## src/wdma_pkg.sv

```systemverilog
// Constants, types and register map for the 48-bit DMA write engine.
// Assumes a single clock domain and a 32-bit classic Wishbone master.
package wdma_pkg;
	localparam logic [7:0] CMD_DMA_EXT = 8'h35;
	localparam logic [7:0] CMD_QUEUED = 8'h61;
	// Byte addresses of the one-word registers.
	localparam logic [7:0] A_DATA = 8'h00;
	localparam logic [7:0] A_FEAT = 8'h04;
	localparam logic [7:0] A_COUNT = 8'h08;
	localparam logic [7:0] A_LO = 8'h0C;
	localparam logic [7:0] A_MID = 8'h10;
	localparam logic [7:0] A_HI = 8'h14;
	localparam logic [7:0] A_DEV = 8'h18;
	localparam logic [7:0] A_CMD = 8'h1C;
	localparam logic [7:0] A_ERR = 8'h20;
	localparam logic [7:0] A_CTRL = 8'h24;
	// Status, error, device and control bit positions.
	localparam int S_BSY = 7;
	localparam int S_RDY = 6;
	localparam int S_DSC = 4;
	localparam int S_DRQ = 3;
	localparam int S_ERR = 0;
	localparam int E_CRC = 7;
	localparam int E_IDN = 4;
	localparam int E_ABT = 2;
	localparam logic [7:0] E_USED = 8'h94;
	localparam int DEV_FUA = 7;
	localparam int PRIO_BIT = 7;
	localparam int TAG_LSB = 3;
	localparam int CTRL_HOB = 7;
	localparam int CTRL_WCE = 0;
	localparam logic [16:0] ZERO_COUNT = 17'h1_0000;
	localparam logic [15:0] SECTOR_WORDS = 16'h0100;
	typedef enum logic [1:0] {
		ST_IDLE = 2'b00,
		ST_XFER = 2'b01,
		ST_COMMIT = 2'b10
	} state_t;
	typedef struct packed {
		logic [7:0] prev;
		logic [7:0] cur;
	} pair_t;
	typedef struct packed {
		logic valid;
		logic [15:0] word;
		logic [47:0] lba;
		logic [4:0] tag;
		logic prio;
	} media_t;
	typedef struct packed {
		state_t state;
		pair_t feat;
		pair_t count;
		pair_t lo;
		pair_t mid;
		pair_t hi;
		logic [7:0] dev;
		logic hob;
		logic wce;
		logic [7:0] err;
		logic errflag;
		logic intr;
		logic [16:0] remaining;
		logic [47:0] lba;
		logic [15:0] wcnt;
		logic fua;
		logic dmarq;
		logic flush;
		logic ack;
		logic [31:0] rdata;
		media_t mo;
	} regs_t;
endpackage

```

## src/ext_dma_queued_write_cmds.sv

```systemverilog
// Command engine for the 48-bit DMA write and the queued DMA write.
// Assumes a classic Wishbone master, a host DMA that writes the data
// register while dma_req is high, and media logic on the same clock.
`timescale 1ns/1ps
module ext_dma_queued_write_cmds #(
	parameter logic [15:0] SECTOR_WORDS = wdma_pkg::SECTOR_WORDS
) (
	input wire logic clock,
	input wire logic resetn,
	input wire logic clock_en,
	input wire logic wb_cyc_i,
	input wire logic wb_stb_i,
	input wire logic wb_we_i,
	input wire logic [7:0] wb_adr_i,
	input wire logic [3:0] wb_sel_i,
	input wire logic [31:0] wb_dat_i,
	output logic [31:0] wb_dat_o,
	output logic wb_ack_o,
	output logic dma_req,
	output logic intrq,
	output wdma_pkg::media_t media,
	input wire logic media_ready,
	input wire logic media_fail,
	input wire logic link_crc_err,
	output logic flush_req,
	input wire logic flush_done
);
	logic [1:0] rst_q;
	logic rst_n;
	wdma_pkg::regs_t r;
	wdma_pkg::regs_t n;
	logic req;
	logic wr;
	logic rd;
	logic cmd_wr;
	logic data_wr;
	logic fin;
	logic fail;
	logic [15:0] cnt16;
	logic [7:0] status;

	// Reset enters asynchronously but is released through two stages.
	always_ff @(posedge clock or negedge resetn) begin
		if (!resetn) begin
			rst_q <= 2'b00;
		end else begin
			rst_q <= {rst_q[0], 1'b1};
		end
	end
	assign rst_n = rst_q[1];

	always_comb begin
		n = r;
		n.ack = 1'b0;
		n.mo.valid = 1'b0;
		fin = 1'b0;
		fail = 1'b0;
		cnt16 = 16'h0000;
		req = wb_cyc_i && wb_stb_i && !r.ack;
		wr = req && wb_we_i && wb_sel_i[0];
		rd = req && !wb_we_i;
		cmd_wr = wr && wb_adr_i == wdma_pkg::A_CMD
			&& r.state == wdma_pkg::ST_IDLE;
		data_wr = wr && wb_adr_i == wdma_pkg::A_DATA && r.dmarq;
		status = 8'h00;
		status[wdma_pkg::S_BSY] = r.state != wdma_pkg::ST_IDLE;
		status[wdma_pkg::S_RDY] = 1'b1;
		status[wdma_pkg::S_DSC] = 1'b1;
		status[wdma_pkg::S_DRQ] = r.dmarq;
		status[wdma_pkg::S_ERR] = r.errflag;
		if (req) begin
			n.ack = 1'b1;
		end
		// Read path; the select bit picks current or previous bytes.
		if (rd) begin
			n.rdata = 32'h0000_0000;
			if (wb_adr_i == wdma_pkg::A_COUNT) begin
				n.rdata[7:0] = r.hob ? r.count.prev : r.count.cur;
			end else if (wb_adr_i == wdma_pkg::A_LO) begin
				n.rdata[7:0] = r.hob ? r.lo.prev : r.lo.cur;
			end else if (wb_adr_i == wdma_pkg::A_MID) begin
				n.rdata[7:0] = r.hob ? r.mid.prev : r.mid.cur;
			end else if (wb_adr_i == wdma_pkg::A_HI) begin
				n.rdata[7:0] = r.hob ? r.hi.prev : r.hi.cur;
			end else if (wb_adr_i == wdma_pkg::A_DEV) begin
				n.rdata[7:0] = r.dev;
			end else if (wb_adr_i == wdma_pkg::A_CMD) begin
				n.rdata[7:0] = status;
				n.intr = 1'b0;
			end else if (wb_adr_i == wdma_pkg::A_ERR) begin
				n.rdata[7:0] = r.err & wdma_pkg::E_USED;
			end else if (wb_adr_i == wdma_pkg::A_CTRL) begin
				n.rdata[wdma_pkg::CTRL_HOB] = r.hob;
				n.rdata[wdma_pkg::CTRL_WCE] = r.wce;
			end
		end
		// Task-file bytes are frozen while a command runs, so the
		// error address cannot be disturbed in the cycle it is loaded.
		if (wr && r.state == wdma_pkg::ST_IDLE) begin
			if (wb_adr_i == wdma_pkg::A_FEAT) begin
				n.feat = {r.feat.cur, wb_dat_i[7:0]};
			end else if (wb_adr_i == wdma_pkg::A_COUNT) begin
				n.count = {r.count.cur, wb_dat_i[7:0]};
			end else if (wb_adr_i == wdma_pkg::A_LO) begin
				n.lo = {r.lo.cur, wb_dat_i[7:0]};
			end else if (wb_adr_i == wdma_pkg::A_MID) begin
				n.mid = {r.mid.cur, wb_dat_i[7:0]};
			end else if (wb_adr_i == wdma_pkg::A_HI) begin
				n.hi = {r.hi.cur, wb_dat_i[7:0]};
			end else if (wb_adr_i == wdma_pkg::A_DEV) begin
				n.dev = wb_dat_i[7:0];
			end
		end
		if (wr && wb_adr_i == wdma_pkg::A_CTRL) begin
			n.hob = wb_dat_i[wdma_pkg::CTRL_HOB];
			n.wce = wb_dat_i[wdma_pkg::CTRL_WCE];
		end
		// Command decode.
		if (cmd_wr) begin
			n.err = 8'h00;
			n.errflag = 1'b0;
			n.intr = 1'b0;
			n.wcnt = 16'h0000;
			n.lba = {r.hi.prev, r.mid.prev, r.lo.prev,
				r.hi.cur, r.mid.cur, r.lo.cur};
			n.fua = 1'b0;
			n.mo.tag = 5'h00;
			n.mo.prio = 1'b0;
			if (wb_dat_i[7:0] == wdma_pkg::CMD_DMA_EXT) begin
				cnt16 = {r.count.prev, r.count.cur};
				n.state = wdma_pkg::ST_XFER;
			end else if (wb_dat_i[7:0] == wdma_pkg::CMD_QUEUED) begin
				cnt16 = {r.feat.prev, r.feat.cur};
				n.mo.tag = r.count.cur[7:wdma_pkg::TAG_LSB];
				n.mo.prio = r.count.prev[wdma_pkg::PRIO_BIT];
				n.fua = r.dev[wdma_pkg::DEV_FUA];
				n.state = wdma_pkg::ST_XFER;
			end else begin
				n.err[wdma_pkg::E_ABT] = 1'b1;
				n.errflag = 1'b1;
				n.intr = 1'b1;
			end
			n.remaining = cnt16 == 16'h0000 ? wdma_pkg::ZERO_COUNT
				: {1'b0, cnt16};
		end
		// Data phase: one 16-bit word per accepted data write.
		if (r.state == wdma_pkg::ST_XFER) begin
			if (media_fail || link_crc_err) begin
				fail = 1'b1;
				n.err[wdma_pkg::E_IDN] = media_fail;
				n.err[wdma_pkg::E_CRC] = link_crc_err;
			end else if (data_wr) begin
				n.mo.valid = 1'b1;
				n.mo.word = wb_dat_i[15:0];
				n.mo.lba = r.lba;
				n.wcnt = 16'(r.wcnt + 16'h0001);
				if (n.wcnt == SECTOR_WORDS) begin
					n.wcnt = 16'h0000;
					n.lba = 48'(r.lba + 48'h0000_0000_0001);
					n.remaining = 17'(r.remaining - 17'h0_0001);
					if (r.remaining == 17'h0_0001) begin
						n.state = wdma_pkg::ST_COMMIT;
					end
				end
			end
		end
		// Completion: forced or uncached writes wait for the commit.
		if (r.state == wdma_pkg::ST_COMMIT) begin
			if (media_fail) begin
				fail = 1'b1;
				n.err[wdma_pkg::E_IDN] = 1'b1;
			end else if (!r.flush) begin
				fin = 1'b1;
			end else if (flush_done) begin
				fin = 1'b1;
			end
		end
		if (fail) begin
			// Failing sector address replaces the task-file bytes.
			n.lo = {r.lba[31:24], r.lba[7:0]};
			n.mid = {r.lba[39:32], r.lba[15:8]};
			n.hi = {r.lba[47:40], r.lba[23:16]};
			n.errflag = 1'b1;
		end
		if (fin || fail) begin
			n.state = wdma_pkg::ST_IDLE;
			n.intr = 1'b1;
		end
		// The request drops one cycle after the media stalls, so the
		// media side must take one more word after media_ready falls.
		n.dmarq = n.state == wdma_pkg::ST_XFER && media_ready
			&& !fail && !cmd_wr;
		n.flush = n.state == wdma_pkg::ST_COMMIT
			&& (n.fua || !r.wce);
	end

	always_ff @(posedge clock or negedge rst_n) begin
		if (!rst_n) begin
			r <= '0;
		end else if (clock_en) begin
			r <= n;
		end
	end

	assign wb_dat_o = r.rdata;
	assign wb_ack_o = r.ack;
	assign dma_req = r.dmarq;
	assign intrq = r.intr;
	assign media = r.mo;
	assign flush_req = r.flush;
endmodule

```

## config.mk

```make
export PLATFORM = sky130hd
export DESIGN_NAME = ext_dma_queued_write_cmds
export DESIGN_NICKNAME = d
export VERILOG_FILES = /design/src/wdma_pkg.sv /design/src/ext_dma_queued_write_cmds.sv
export SDC_FILE = /design/constraint.sdc
export NUM_CORES = 1
export LEC_CHECK = 0
export BUFFER_PORTS_ARGS = -buffer_cell sky130_fd_sc_hd__clkbuf_2
export CAP_MARGIN = 40
export CORE_UTILIZATION = 40
export DETAILED_ROUTE_END_ITERATION = 6
export GPL_TIMING_DRIVEN = 1
export PLACE_DENSITY = 0.57
export SETUP_SLACK_MARGIN = 0.4
export SKIP_CTS_REPAIR_TIMING = 1
export SYNTH_ARGS = -nofsm -noshare
export SYNTH_HDL_FRONTEND = slang
export SYNTH_SLANG_ARGS = --single-unit
```

## constraint.sdc

```tcl
create_clock -name clock -period 18.1 [get_ports clock]
set_input_delay 4.525 -clock clock [delete_from_list [all_inputs] [get_ports clock]]
set_output_delay 4.525 -clock clock [all_outputs]
set_load 0.05 [all_outputs]
```

==> results of run 1 <==
cell usage in the layout, fill, tap and decap left out, types with 12 or more instances in the layout:
cell type / count
nor3_1: 38
a31oi_1: 18
mux2i_1: 16
buf_4: 23
a21oi_1: 64
a22oi_1: 58
o21ai_0: 78
a211oi_1: 12
nor2_1: 120
conb_1: 25
nand3_1: 37
nand4_1: 21
nor4_1: 21
a311oi_1: 16
clkbuf_2: 117
o22ai_1: 23
and3_1: 22
nand2_1: 278
dfrtp_1: 262
a221oi_1: 16
inv_1: 29
clkbuf_16: 31
mux2_2: 44
logic make-up (layout without fill, tap and decap cells):
kind of cell | Yosys count | count (layout)
fa+ha+maj | 4 | 4
xor+xnor | 6 | 6
flops | 263 | 263
mux | 68 | 68
compound gates | 368 | 368
buf+inv | 230 | 229
simple gates | 618 | 618
other cells | 2 | 25
where the power goes:
group | total (mW) | internal (mW) | switching (mW) | leakage [nW]
sequential | 0.612 | 0.599 | 0.0134 | 3.52
clock | 0.600 | 0.355 | 0.245 | 0.463
combinational | 0.0752 | 0.0165 | 0.0587 | 3.16
worst max-delay path by stage:
| stage | startpoint | endpoint | slack [ns] | depth (start not counted) |
|---|---|---|---|---|
| CTS | wb_adr_i[1] | r[113] | 10.52 | 11 |
| global route | wb_adr_i[1] | r[107] | 10.24 | 12 |
| global placement | wb_adr_i[1] | r[118] | 9.45 | 10 |
| floorplan | rst_q[1] | dma_req | 10.23 | 0 |
| finish | wb_adr_i[1] | r[113] | 10.49 | 11 |
| detailed placement | wb_adr_i[1] | r[113] | 9.91 | 11 |
cell type report:
cell class | instances | area, um^2 | share of cell area [%]
flip-flops and latches | 263 | 6590 | 42.0
clock buffers | 45 | 868 | 5.54
well taps | 455 | 569 | 3.63
inverters | 29 | 109 | 0.695
multi-input cells | 1089 | 6530 | 41.7
clock inverters | 5 | 78.8 | 0.503
repair buffers | 150 | 930 | 5.93
per-stage QoR:
step           instance area (um^2)  util, %
2_1_floorplan                 14300        -
3_3_place_gp                  14500     41.8
3_5_place_dp                  14700     42.3
4_1_cts                       15700     45.0
5_1_grt                       15700     45.0
6_report                      15700     45.0
worst max-delay path, cell delays in order:
cell and delay, ns:
clkbuf_2 0.11, nor4_1 0.67, nand4_1 0.47, nor3_1 0.30
buf_2 0.25, buf_4 0.22, and2_1 0.44, buf_4 0.45
nor2_1 0.23, buf_4 0.22, a21o_1 0.18
routing by layer:
| layer | wire, um | part of all wire (%) |
|---|---|---|
| met2 | 20400 | 47 |
| met5 | 9 | 0.020 |
| met4 | 1420 | 3.2 |
| met3 | 2950 | 6.7 |
| met1 | 19100 | 44 |
sequential cells by signal, indices dropped and copies added (netlist names):
signal     flops
wb_ack_o       1
wb_dat_o       8
flush_req      1
media         71
dma_req        1
intrq          1
rst_q          2
r            178
==> flow_summary.yaml, run 1 <==
hold_path:
  min_to: "rst_q[1]"
  hold_start: "rst_q[0]"
  holdCritPathClass: "flop to flop"
  holdPathStages: 0
pwr:
  finalPower_mw: 1.29
  peakVddDrop_mv: 0.0776
  power_leakage_nw: 7.14
  power_density_nw_per_um2: 82.1
worst_setup_path:
  path_class: "primary input to flop"
  timing.rr.end: "r[149]"
  crit_required_ns: 18.58
  arrival_ns: 8.08
  worst-r2r-setup-slack_ns: 14.34
  r2r_cells: 10
  crit_path_end_kind: "flop"
  timing.rr.start: "r[107]"
  worst_setup_path_start_kind: "primary input"
  cp_max_fo: 24
route:
  drt_first_iter_violations: 1076
  drtPass1Iterations: 6
  drc_errors: 0
  vias: 11900
  wire_per_inst_um: 21.6
  routed_wl_mm: 44.0
  ant_nets: 0
  via_per_inst: 5.87
synth:
  ys_async_sr_fraction_pct: 100
  synth_enable_flop_cells: 0
  synthMuxAreaShare_pct: 5.87
  postSynthCellCount: 1559
  synthFlopType: "dfrtp_1"
  synthAdderAreaFrac_pct: 0.352
  synthXorXnorAreaFrac_pct: 0.369
  synth_common_cells: "nand2_1, dfrtp_1, nor2_1, buf_4"
  synth_compound_area_share_pct: 17.7
  synth.most_common_cell: "nand2_1"
  yosys.cell_types.count: 76
  synth_top_area_share_pct: 46.2
  ys_ff_latch: 263
  synth_top_area_cell: "dfrtp_1"
  yosys.area_share.simple_pct: 20.4
  synth_area_um2: 14200
  synth_top_cells_by_area: "dfrtp_1, nand2_1, buf_4"
  synth_seq_area_share_pct: 46.2
  avgSynthCellArea_um2: 9.13
  synth_top_family_by_area: "simple AND/OR/NAND/NOR gates"
  yosys_warnings: 0
grt:
  grt_pass1_wl_mm: 67.9
  use_met2_pct: 38.5
  grt-ovfl-total: 0
  use_met3_pct: 3.72
  grtUsageMet1_pct: 33.7
  grt_antenna_before_repair: 1
  grt_max_degree: 164
  top_usage_layer: "met2"
  grt_pass1_vias: 11200
  track_usage_pct: 24.2
finish:
  final_nets: 1622
  nFillCells: 3440
  fin_cells: 2036
  antenna_cells: 0
  syn2layout_area_growth_pct: 10.1
  drive_above_1_share_pct: 17.5
timing:
  worst_pin_slew_ns: 1.08
  holdWs_ns: 0.351
  fin_crit_ns: 7.61
  tns_ns: 0
  fin_ws_ns: 10.49
  setup_viol: 0
  slew_headroom_pct: 27.9
  final.setup_skew_ns: 0.0394
  min_period_over_period_pct: 42.0
  clock.fmax_mhz: 131
  final_max_slew_viol_count: 0
  hold_violations: 0
  rsz0062_at_grt: "false"
clocking:
  clock_latency_ns: 0.59
  cts.sinks: 263
  cts_buffer_depth: 3
  tritoncts: "done"
  cts_max_level: 1
  numCtsBuffers: 31
  cts-root-buf: "clkbuf_16"
  clk_pin_slew_ns: 0.06
placement:
  post-dp-hpwl_mm: 30.3
  placed_cells: 1986
  place_ws_ns: 9.91
  gp_congestion: 0.885
  numPortBuffers: 117
floorplanning:
  die_area_um2: 36300
  num_io_pins: 161
  die_h_um: 191
  core-area_um2: 34800
  start_util_pct: 40.9
  placement_rows: 68
  die_w_um: 191
flow_run:
  cap_violations: 0
status:
  status: "complete, no violations"
Note: power is estimated with default switching activity, not from simulation.
==> run 2, diff against run 1 <==
--- a/config.mk
+++ b/config.mk
@@ -5,12 +5,13 @@
 export SDC_FILE = /design/constraint.sdc
 export NUM_CORES = 1
 export LEC_CHECK = 0
+export ABC_AREA = 1
 export BUFFER_PORTS_ARGS = -buffer_cell sky130_fd_sc_hd__clkbuf_2
 export CAP_MARGIN = 40
 export CORE_UTILIZATION = 40
 export DETAILED_ROUTE_END_ITERATION = 6
 export GPL_TIMING_DRIVEN = 1
-export PLACE_DENSITY = 0.57
+export PLACE_DENSITY = 0.59
 export SETUP_SLACK_MARGIN = 0.4
 export SKIP_CTS_REPAIR_TIMING = 1
 export SYNTH_ARGS = -nofsm -noshare
==> constraint.sdc (replaced) <==
create_clock -name clock -period 6.9 [get_ports clock]
set_input_delay 1.725 -clock clock [delete_from_list [all_inputs] [get_ports clock]]
set_output_delay 1.725 -clock clock [all_outputs]
set_load 0.05 [all_outputs]
==> flow_summary.yaml, run 2 <==
worst_setup_path:
  cp_slowest_stage_delay_ns: 0.65
  cp_num_cells: 12
  cp_max_fo: 67
  crit_buf_inv: 4
  path_class: "primary input to flop"
  crit_required_ns: 7.37
  arrival_ns: 4.71
  crit_path_end_kind: "flop"
  crit_chain: "clkbuf_2, inv_1, nand2_1, nor3_1, nand2_1, nor2_4, buf_4, inv_2, o21ai_0, nand2_1, nand3_1, nand2_1"
  worst_setup_path_start_kind: "primary input"
  path_common_cell: "nand2_1"
  r2r_cells: 16
  worst_path_max_delay_cell: "buf_4"
  crit_family: "simple AND/OR/NAND/NOR gates"
placement:
  post-dp-hpwl_mm: 36.6
  place_ws_ns: 2.09
  gp_congestion: 0.954
  numPortBuffers: 117
  placed_cells: 2709
floorplanning:
  die_area_um2: 41000
  num_io_pins: 161
  core-area_um2: 39600
  die_h_um: 202
  placement_rows: 73
  die_w_um: 202
  start_util_pct: 40.5
synth:
  synth_compound_area_share_pct: 13.6
  synthMuxAreaShare_pct: 0.982
  postSynthCellCount: 2227
  yosys.area_share.simple_pct: 28.2
  yosys.cell_types.count: 47
  ys_async_sr_fraction_pct: 100
  synth_top_cells_by_area: "dfrtp_1, nand2_1, o21ai_0"
  synthFlopType: "dfrtp_1"
  synth_seq_area_share_pct: 41.0
  avgSynthCellArea_um2: 7.21
  synth.most_common_cell: "nand2_1"
  synth_enable_flop_cells: 0
  synth_top_area_share_pct: 41.0
  yosys_warnings: 0
  ys_ff_latch: 263
  synthXorXnorAreaFrac_pct: 2.78
  synth_top_family_by_area: "simple AND/OR/NAND/NOR gates"
  synth_top_area_cell: "dfrtp_1"
  synth_area_um2: 16100
  synthAdderAreaFrac_pct: 0.312
  synth_common_cells: "nand2_1, dfrtp_1, o21ai_0, inv_1, nand3_1"
pwr:
  power_density_nw_per_um2: 225
  finalPower_mw: 3.92
  power_leakage_nw: 8.29
  peakVddDrop_mv: 0.162
route:
  top_layer_used: "met4"
  drtPass1Iterations: 6
  via_per_inst: 5.43
  wl_met3_mm: 4.73
  ant_nets: 0
  wl_met1_mm: 24.5
  wl_met2_mm: 22.5
  wire_per_inst_um: 19.2
  vias: 15000
  routed_wl_mm: 53.2
  drc_errors: 0
  drt_first_iter_violations: 1561
grt:
  grt_pass1_vias: 13800
  track_usage_pct: 25.9
  grt-ovfl-total: 0
  grt_pass1_wl_mm: 82.4
  grt_max_degree: 188
  grt_antenna_before_repair: 1
clocking:
  cts_max_level: 1
  cts_buffer_depth: 3
  cts.sinks: 263
  numCtsBuffers: 31
  tritoncts: "done"
  cts-root-buf: "clkbuf_16"
  clk_pin_slew_ns: 0.06
  clock_latency_ns: 0.58
finish:
  final_common_cell: "nand2_1"
  antenna_cells: 0
  largest_reg_flops: 178
  regMostFlops: "r"
  layout_common_cells: "nand2_1, dfrtp_1, o21ai_0"
  final_nets: 2276
  fin_cells: 2764
  drive_above_1_share_pct: 10.4
  syn2layout_area_growth_pct: 8.79
status:
  status: "complete, no violations"
timing:
  fin_ws_ns: 2.65
  rsz0062_at_grt: "false"
  min_period_over_period_pct: 61.5
  hold_violations: 0
  setup_viol: 0
  final_max_slew_viol_count: 0
  fin_crit_ns: 4.25
  final.setup_skew_ns: 0.0135
  slew_headroom_pct: 13.3
  clock.fmax_mhz: 235
  worst_pin_slew_ns: 1.30
  holdWs_ns: 0.268
  tns_ns: 0
flow_run:
  cap_violations: 0
hold_path:
  holdCritPathClass: "flop to asynchronous set/reset pin"
run 2: cell count changes in the layout (fill, tap and decap cells not counted), sizes merged, moves of 22 or more:
cell and delta:
mux2 -30, nor4 -22, o22ai +26, inv +189
nand2 +333, nor2 +41, o21ai +176, a22oi -58
nand3 +151, xor2 +45, and3 -22
run 2: area by class of cell:
type | instances | area [um^2]
Timing Repair Buffer | 138 | 825
Tap cell | 525 | 657
Sequential cell | 263 | 6590
Fill cell | 4108 | 22200
Inverter | 223 | 837
Clock inverter | 10 | 180
Multi-Input combinational cell | 1561 | 7490
Clock buffer | 44 | 895
run 2: cell families (layout without fill, tap and decap cells):
logic type	Yosys count	count (layout)
buffers and inverters	426	415
and+or+nand+nor	1062	1062
adders and majority gates	4	4
xor gates and xnor gates	51	51
muxes	14	14
AOI/OAI and AO/OA	405	405
DFF	263	263
other	2	25
run 2: final timing paths:
| check | start | to | slack [ns] |
|---|---|---|---|
| max | wb_adr_i[6] | r[162] | 2.65 |
| min | rst_q[1] | r[220] | 0.27 |
| max reg2reg | r[107] | r[182] | 3.40 |
| min reg2reg | rst_q[1] | r[220] | 0.27 |
| max in group asynchronous | rst_q[1] | media[69] | 5.05 |
| min in group clock | rst_q[0] | rst_q[1] | 0.35 |
run 2: per-layer routing:
| metal | global-route usage (%) | vias to the layer above |
|---|---|---|
| li1 | - | 7121 |
| met1 | 38.4 | 7130 |
| met2 | 38.3 | 667 |
| met3 | 5.10 | 85 |
| met4 | 6.71 | 0 |
| met5 | 0.476 | - |
run 2: where the power goes:
group	switching, mW	internal, mW
Sequential	0.0906	1.62
Combinational	0.335	0.119
Clock	0.679	1.08
run 2: per-stage QoR:
stage	cell area (um^2)	util [%]
after floorplan	16100	-
after global placement	16300	41.0
after detailed placement	16400	41.4
after CTS	17500	44.1
after global routing	17500	44.1
final	17500	44.1
==> run 3, diff against run 2 <==
--- a/config.mk
+++ b/config.mk
@@ -11,7 +11,7 @@
 export CORE_UTILIZATION = 40
 export DETAILED_ROUTE_END_ITERATION = 6
 export GPL_TIMING_DRIVEN = 1
-export PLACE_DENSITY = 0.59
+export PLACE_DENSITY = 0.57
 export SETUP_SLACK_MARGIN = 0.4
 export SKIP_CTS_REPAIR_TIMING = 1
 export SYNTH_ARGS = -nofsm -noshare
==> constraint.sdc (replaced) <==
create_clock -name clock -period 4.17 [get_ports clock]
set_input_delay 1.0425 -clock clock [delete_from_list [all_inputs] [get_ports clock]]
set_output_delay 1.0425 -clock clock [all_outputs]
set_load 0.05 [all_outputs]
==> flow_summary.yaml, run 3 (synthesis gave the netlist of run 2 again) <==
finish:
  final_nets: 2288
  fin_cells: 2778
  final_common_cell: "nand2_1"
  syn2layout_area_growth_pct: 9.79
  layout_common_cells: "nand2_1, dfrtp_1, o21ai_0"
  drive_above_1_share_pct: 11.2
  antenna_cells: 0
  largest_reg_flops: 178
  regMostFlops: "r"
timing:
  setup_viol: 0
  final_max_slew_viol_count: 0
  fin_ws_ns: 0.943
  final.setup_skew_ns: 0.0171
  slew_headroom_pct: 38.3
  min_period_over_period_pct: 77.4
  tns_ns: 0
  hold_violations: 0
  worst_pin_slew_ns: 0.918
  clock.fmax_mhz: 310
  holdWs_ns: 0.230
  fin_crit_ns: 3.23
  rsz0062_at_grt: "false"
pwr:
  peakVddDrop_mv: 0.337
  power_leakage_nw: 8.40
  power_density_nw_per_um2: 376
clocking:
  cts_max_level: 1
  clk_pin_slew_ns: 0.06
  clock_latency_ns: 0.59
  numCtsBuffers: 30
  cts-root-buf: "clkbuf_16"
  cts_buffer_depth: 3
  cts.sinks: 263
  tritoncts: "done"
worst_setup_path:
  worst_setup_path_start_kind: "flop"
  cp_max_fo: 62
  path_class: "flop to flop"
  arrival_ns: 3.67
  crit_path_end_kind: "flop"
  crit_required_ns: 4.61
floorplanning:
  start_util_pct: 40.5
  die_area_um2: 41000
  placement_rows: 73
  die_w_um: 202
  core-area_um2: 39600
  die_h_um: 202
  num_io_pins: 161
placement:
  placed_cells: 2723
  place_ws_ns: 0.425
  post-dp-hpwl_mm: 37.5
  gp_congestion: 0.944
  numPortBuffers: 117
route:
  ant_nets: 0
  drt_first_iter_violations: 1405
  vias: 15000
  drc_errors: 0
  routed_wl_mm: 53.6
  wire_per_inst_um: 19.3
  via_per_inst: 5.39
  drtPass1Iterations: 5
hold_path:
  holdCritPathClass: "primary input to asynchronous set/reset pin"
grt:
  track_usage_pct: 26.2
  grt_pass1_vias: 14100
  grt-ovfl-total: 0
  grt_antenna_before_repair: 0
  grt_max_degree: 100
  grt_pass1_wl_mm: 83.5
status:
  status: "complete, no violations"
flow_run:
  cap_violations: 0
==> run 3: changes by cell type in the layout (fill, tap and decap cells not counted), sizes merged <==
cell,previous run,this run
clkbuf,160,154
clkinv,7,12
buf,22,35
bufinv,5,7
==> run 3: path summary, 6_finish.rpt <==
path | start | to | slack [ns] | cells after the start
max in group asynchronous | rst_q[1] | r[223] | 2.74 | 2
worst min register to register | rst_q[1] | wb_dat_o[5] | 0.29 | 0
worst max-delay path | r[107] | r[147] | 0.94 | 13
min in group clock | rst_q[0] | rst_q[1] | 0.35 | 0
worst max register to register | r[107] | r[147] | 0.94 | 13
worst min-delay path | resetn | rst_q[1] | 0.23 | 1
==> run 3: through the flow <==
step           area (um^2)  power (mW)  utilization (%)
3_3_place_gp         16400        3.61             41.5
2_1_floorplan        16200        3.36                -
4_1_cts              17600        6.67             44.5
6_report             17600        6.62             44.5
3_5_place_dp         16500        3.63             41.6
5_1_grt              17600        6.88             44.5
==> run 3: cell type report <==
type	instances	area [um^2]
inverters	223	837
clock buffers	38	862
multi-input cells	1561	7490
well taps	525	657
repair buffers	151	933
clock inverters	17	265
flip-flops and latches	263	6590
fillers	4070	22000
==> run 3: where the power goes <==
part	internal (mW)	switching (mW)
clock	1.88	1.15
combinational	0.205	0.562
sequential	2.68	0.149
total	4.77	1.86
==> run 3: worst max-delay path, cell delays in order, from the launching register on <==
cell and delay [ns]:
dfrtp_1 0.43, ha_1 0.25, nand2_1 0.12, nor2_2 0.25, nand2_1 0.09, nand2_1 0.06, nand2_1 0.10, nor3_2 0.25
nand3_2 0.15, nor2_8 0.28, buf_4 0.68, nand3_1 0.18, nand3_1 0.13, o21ai_0 0.08
==> run 3: routing by layer <==
layer	track usage (%)	share of wire [%]
met1	38.5	47
met2	39.4	43
met3	3.69	7.3
met4	8.54	3.0
met5	0	0
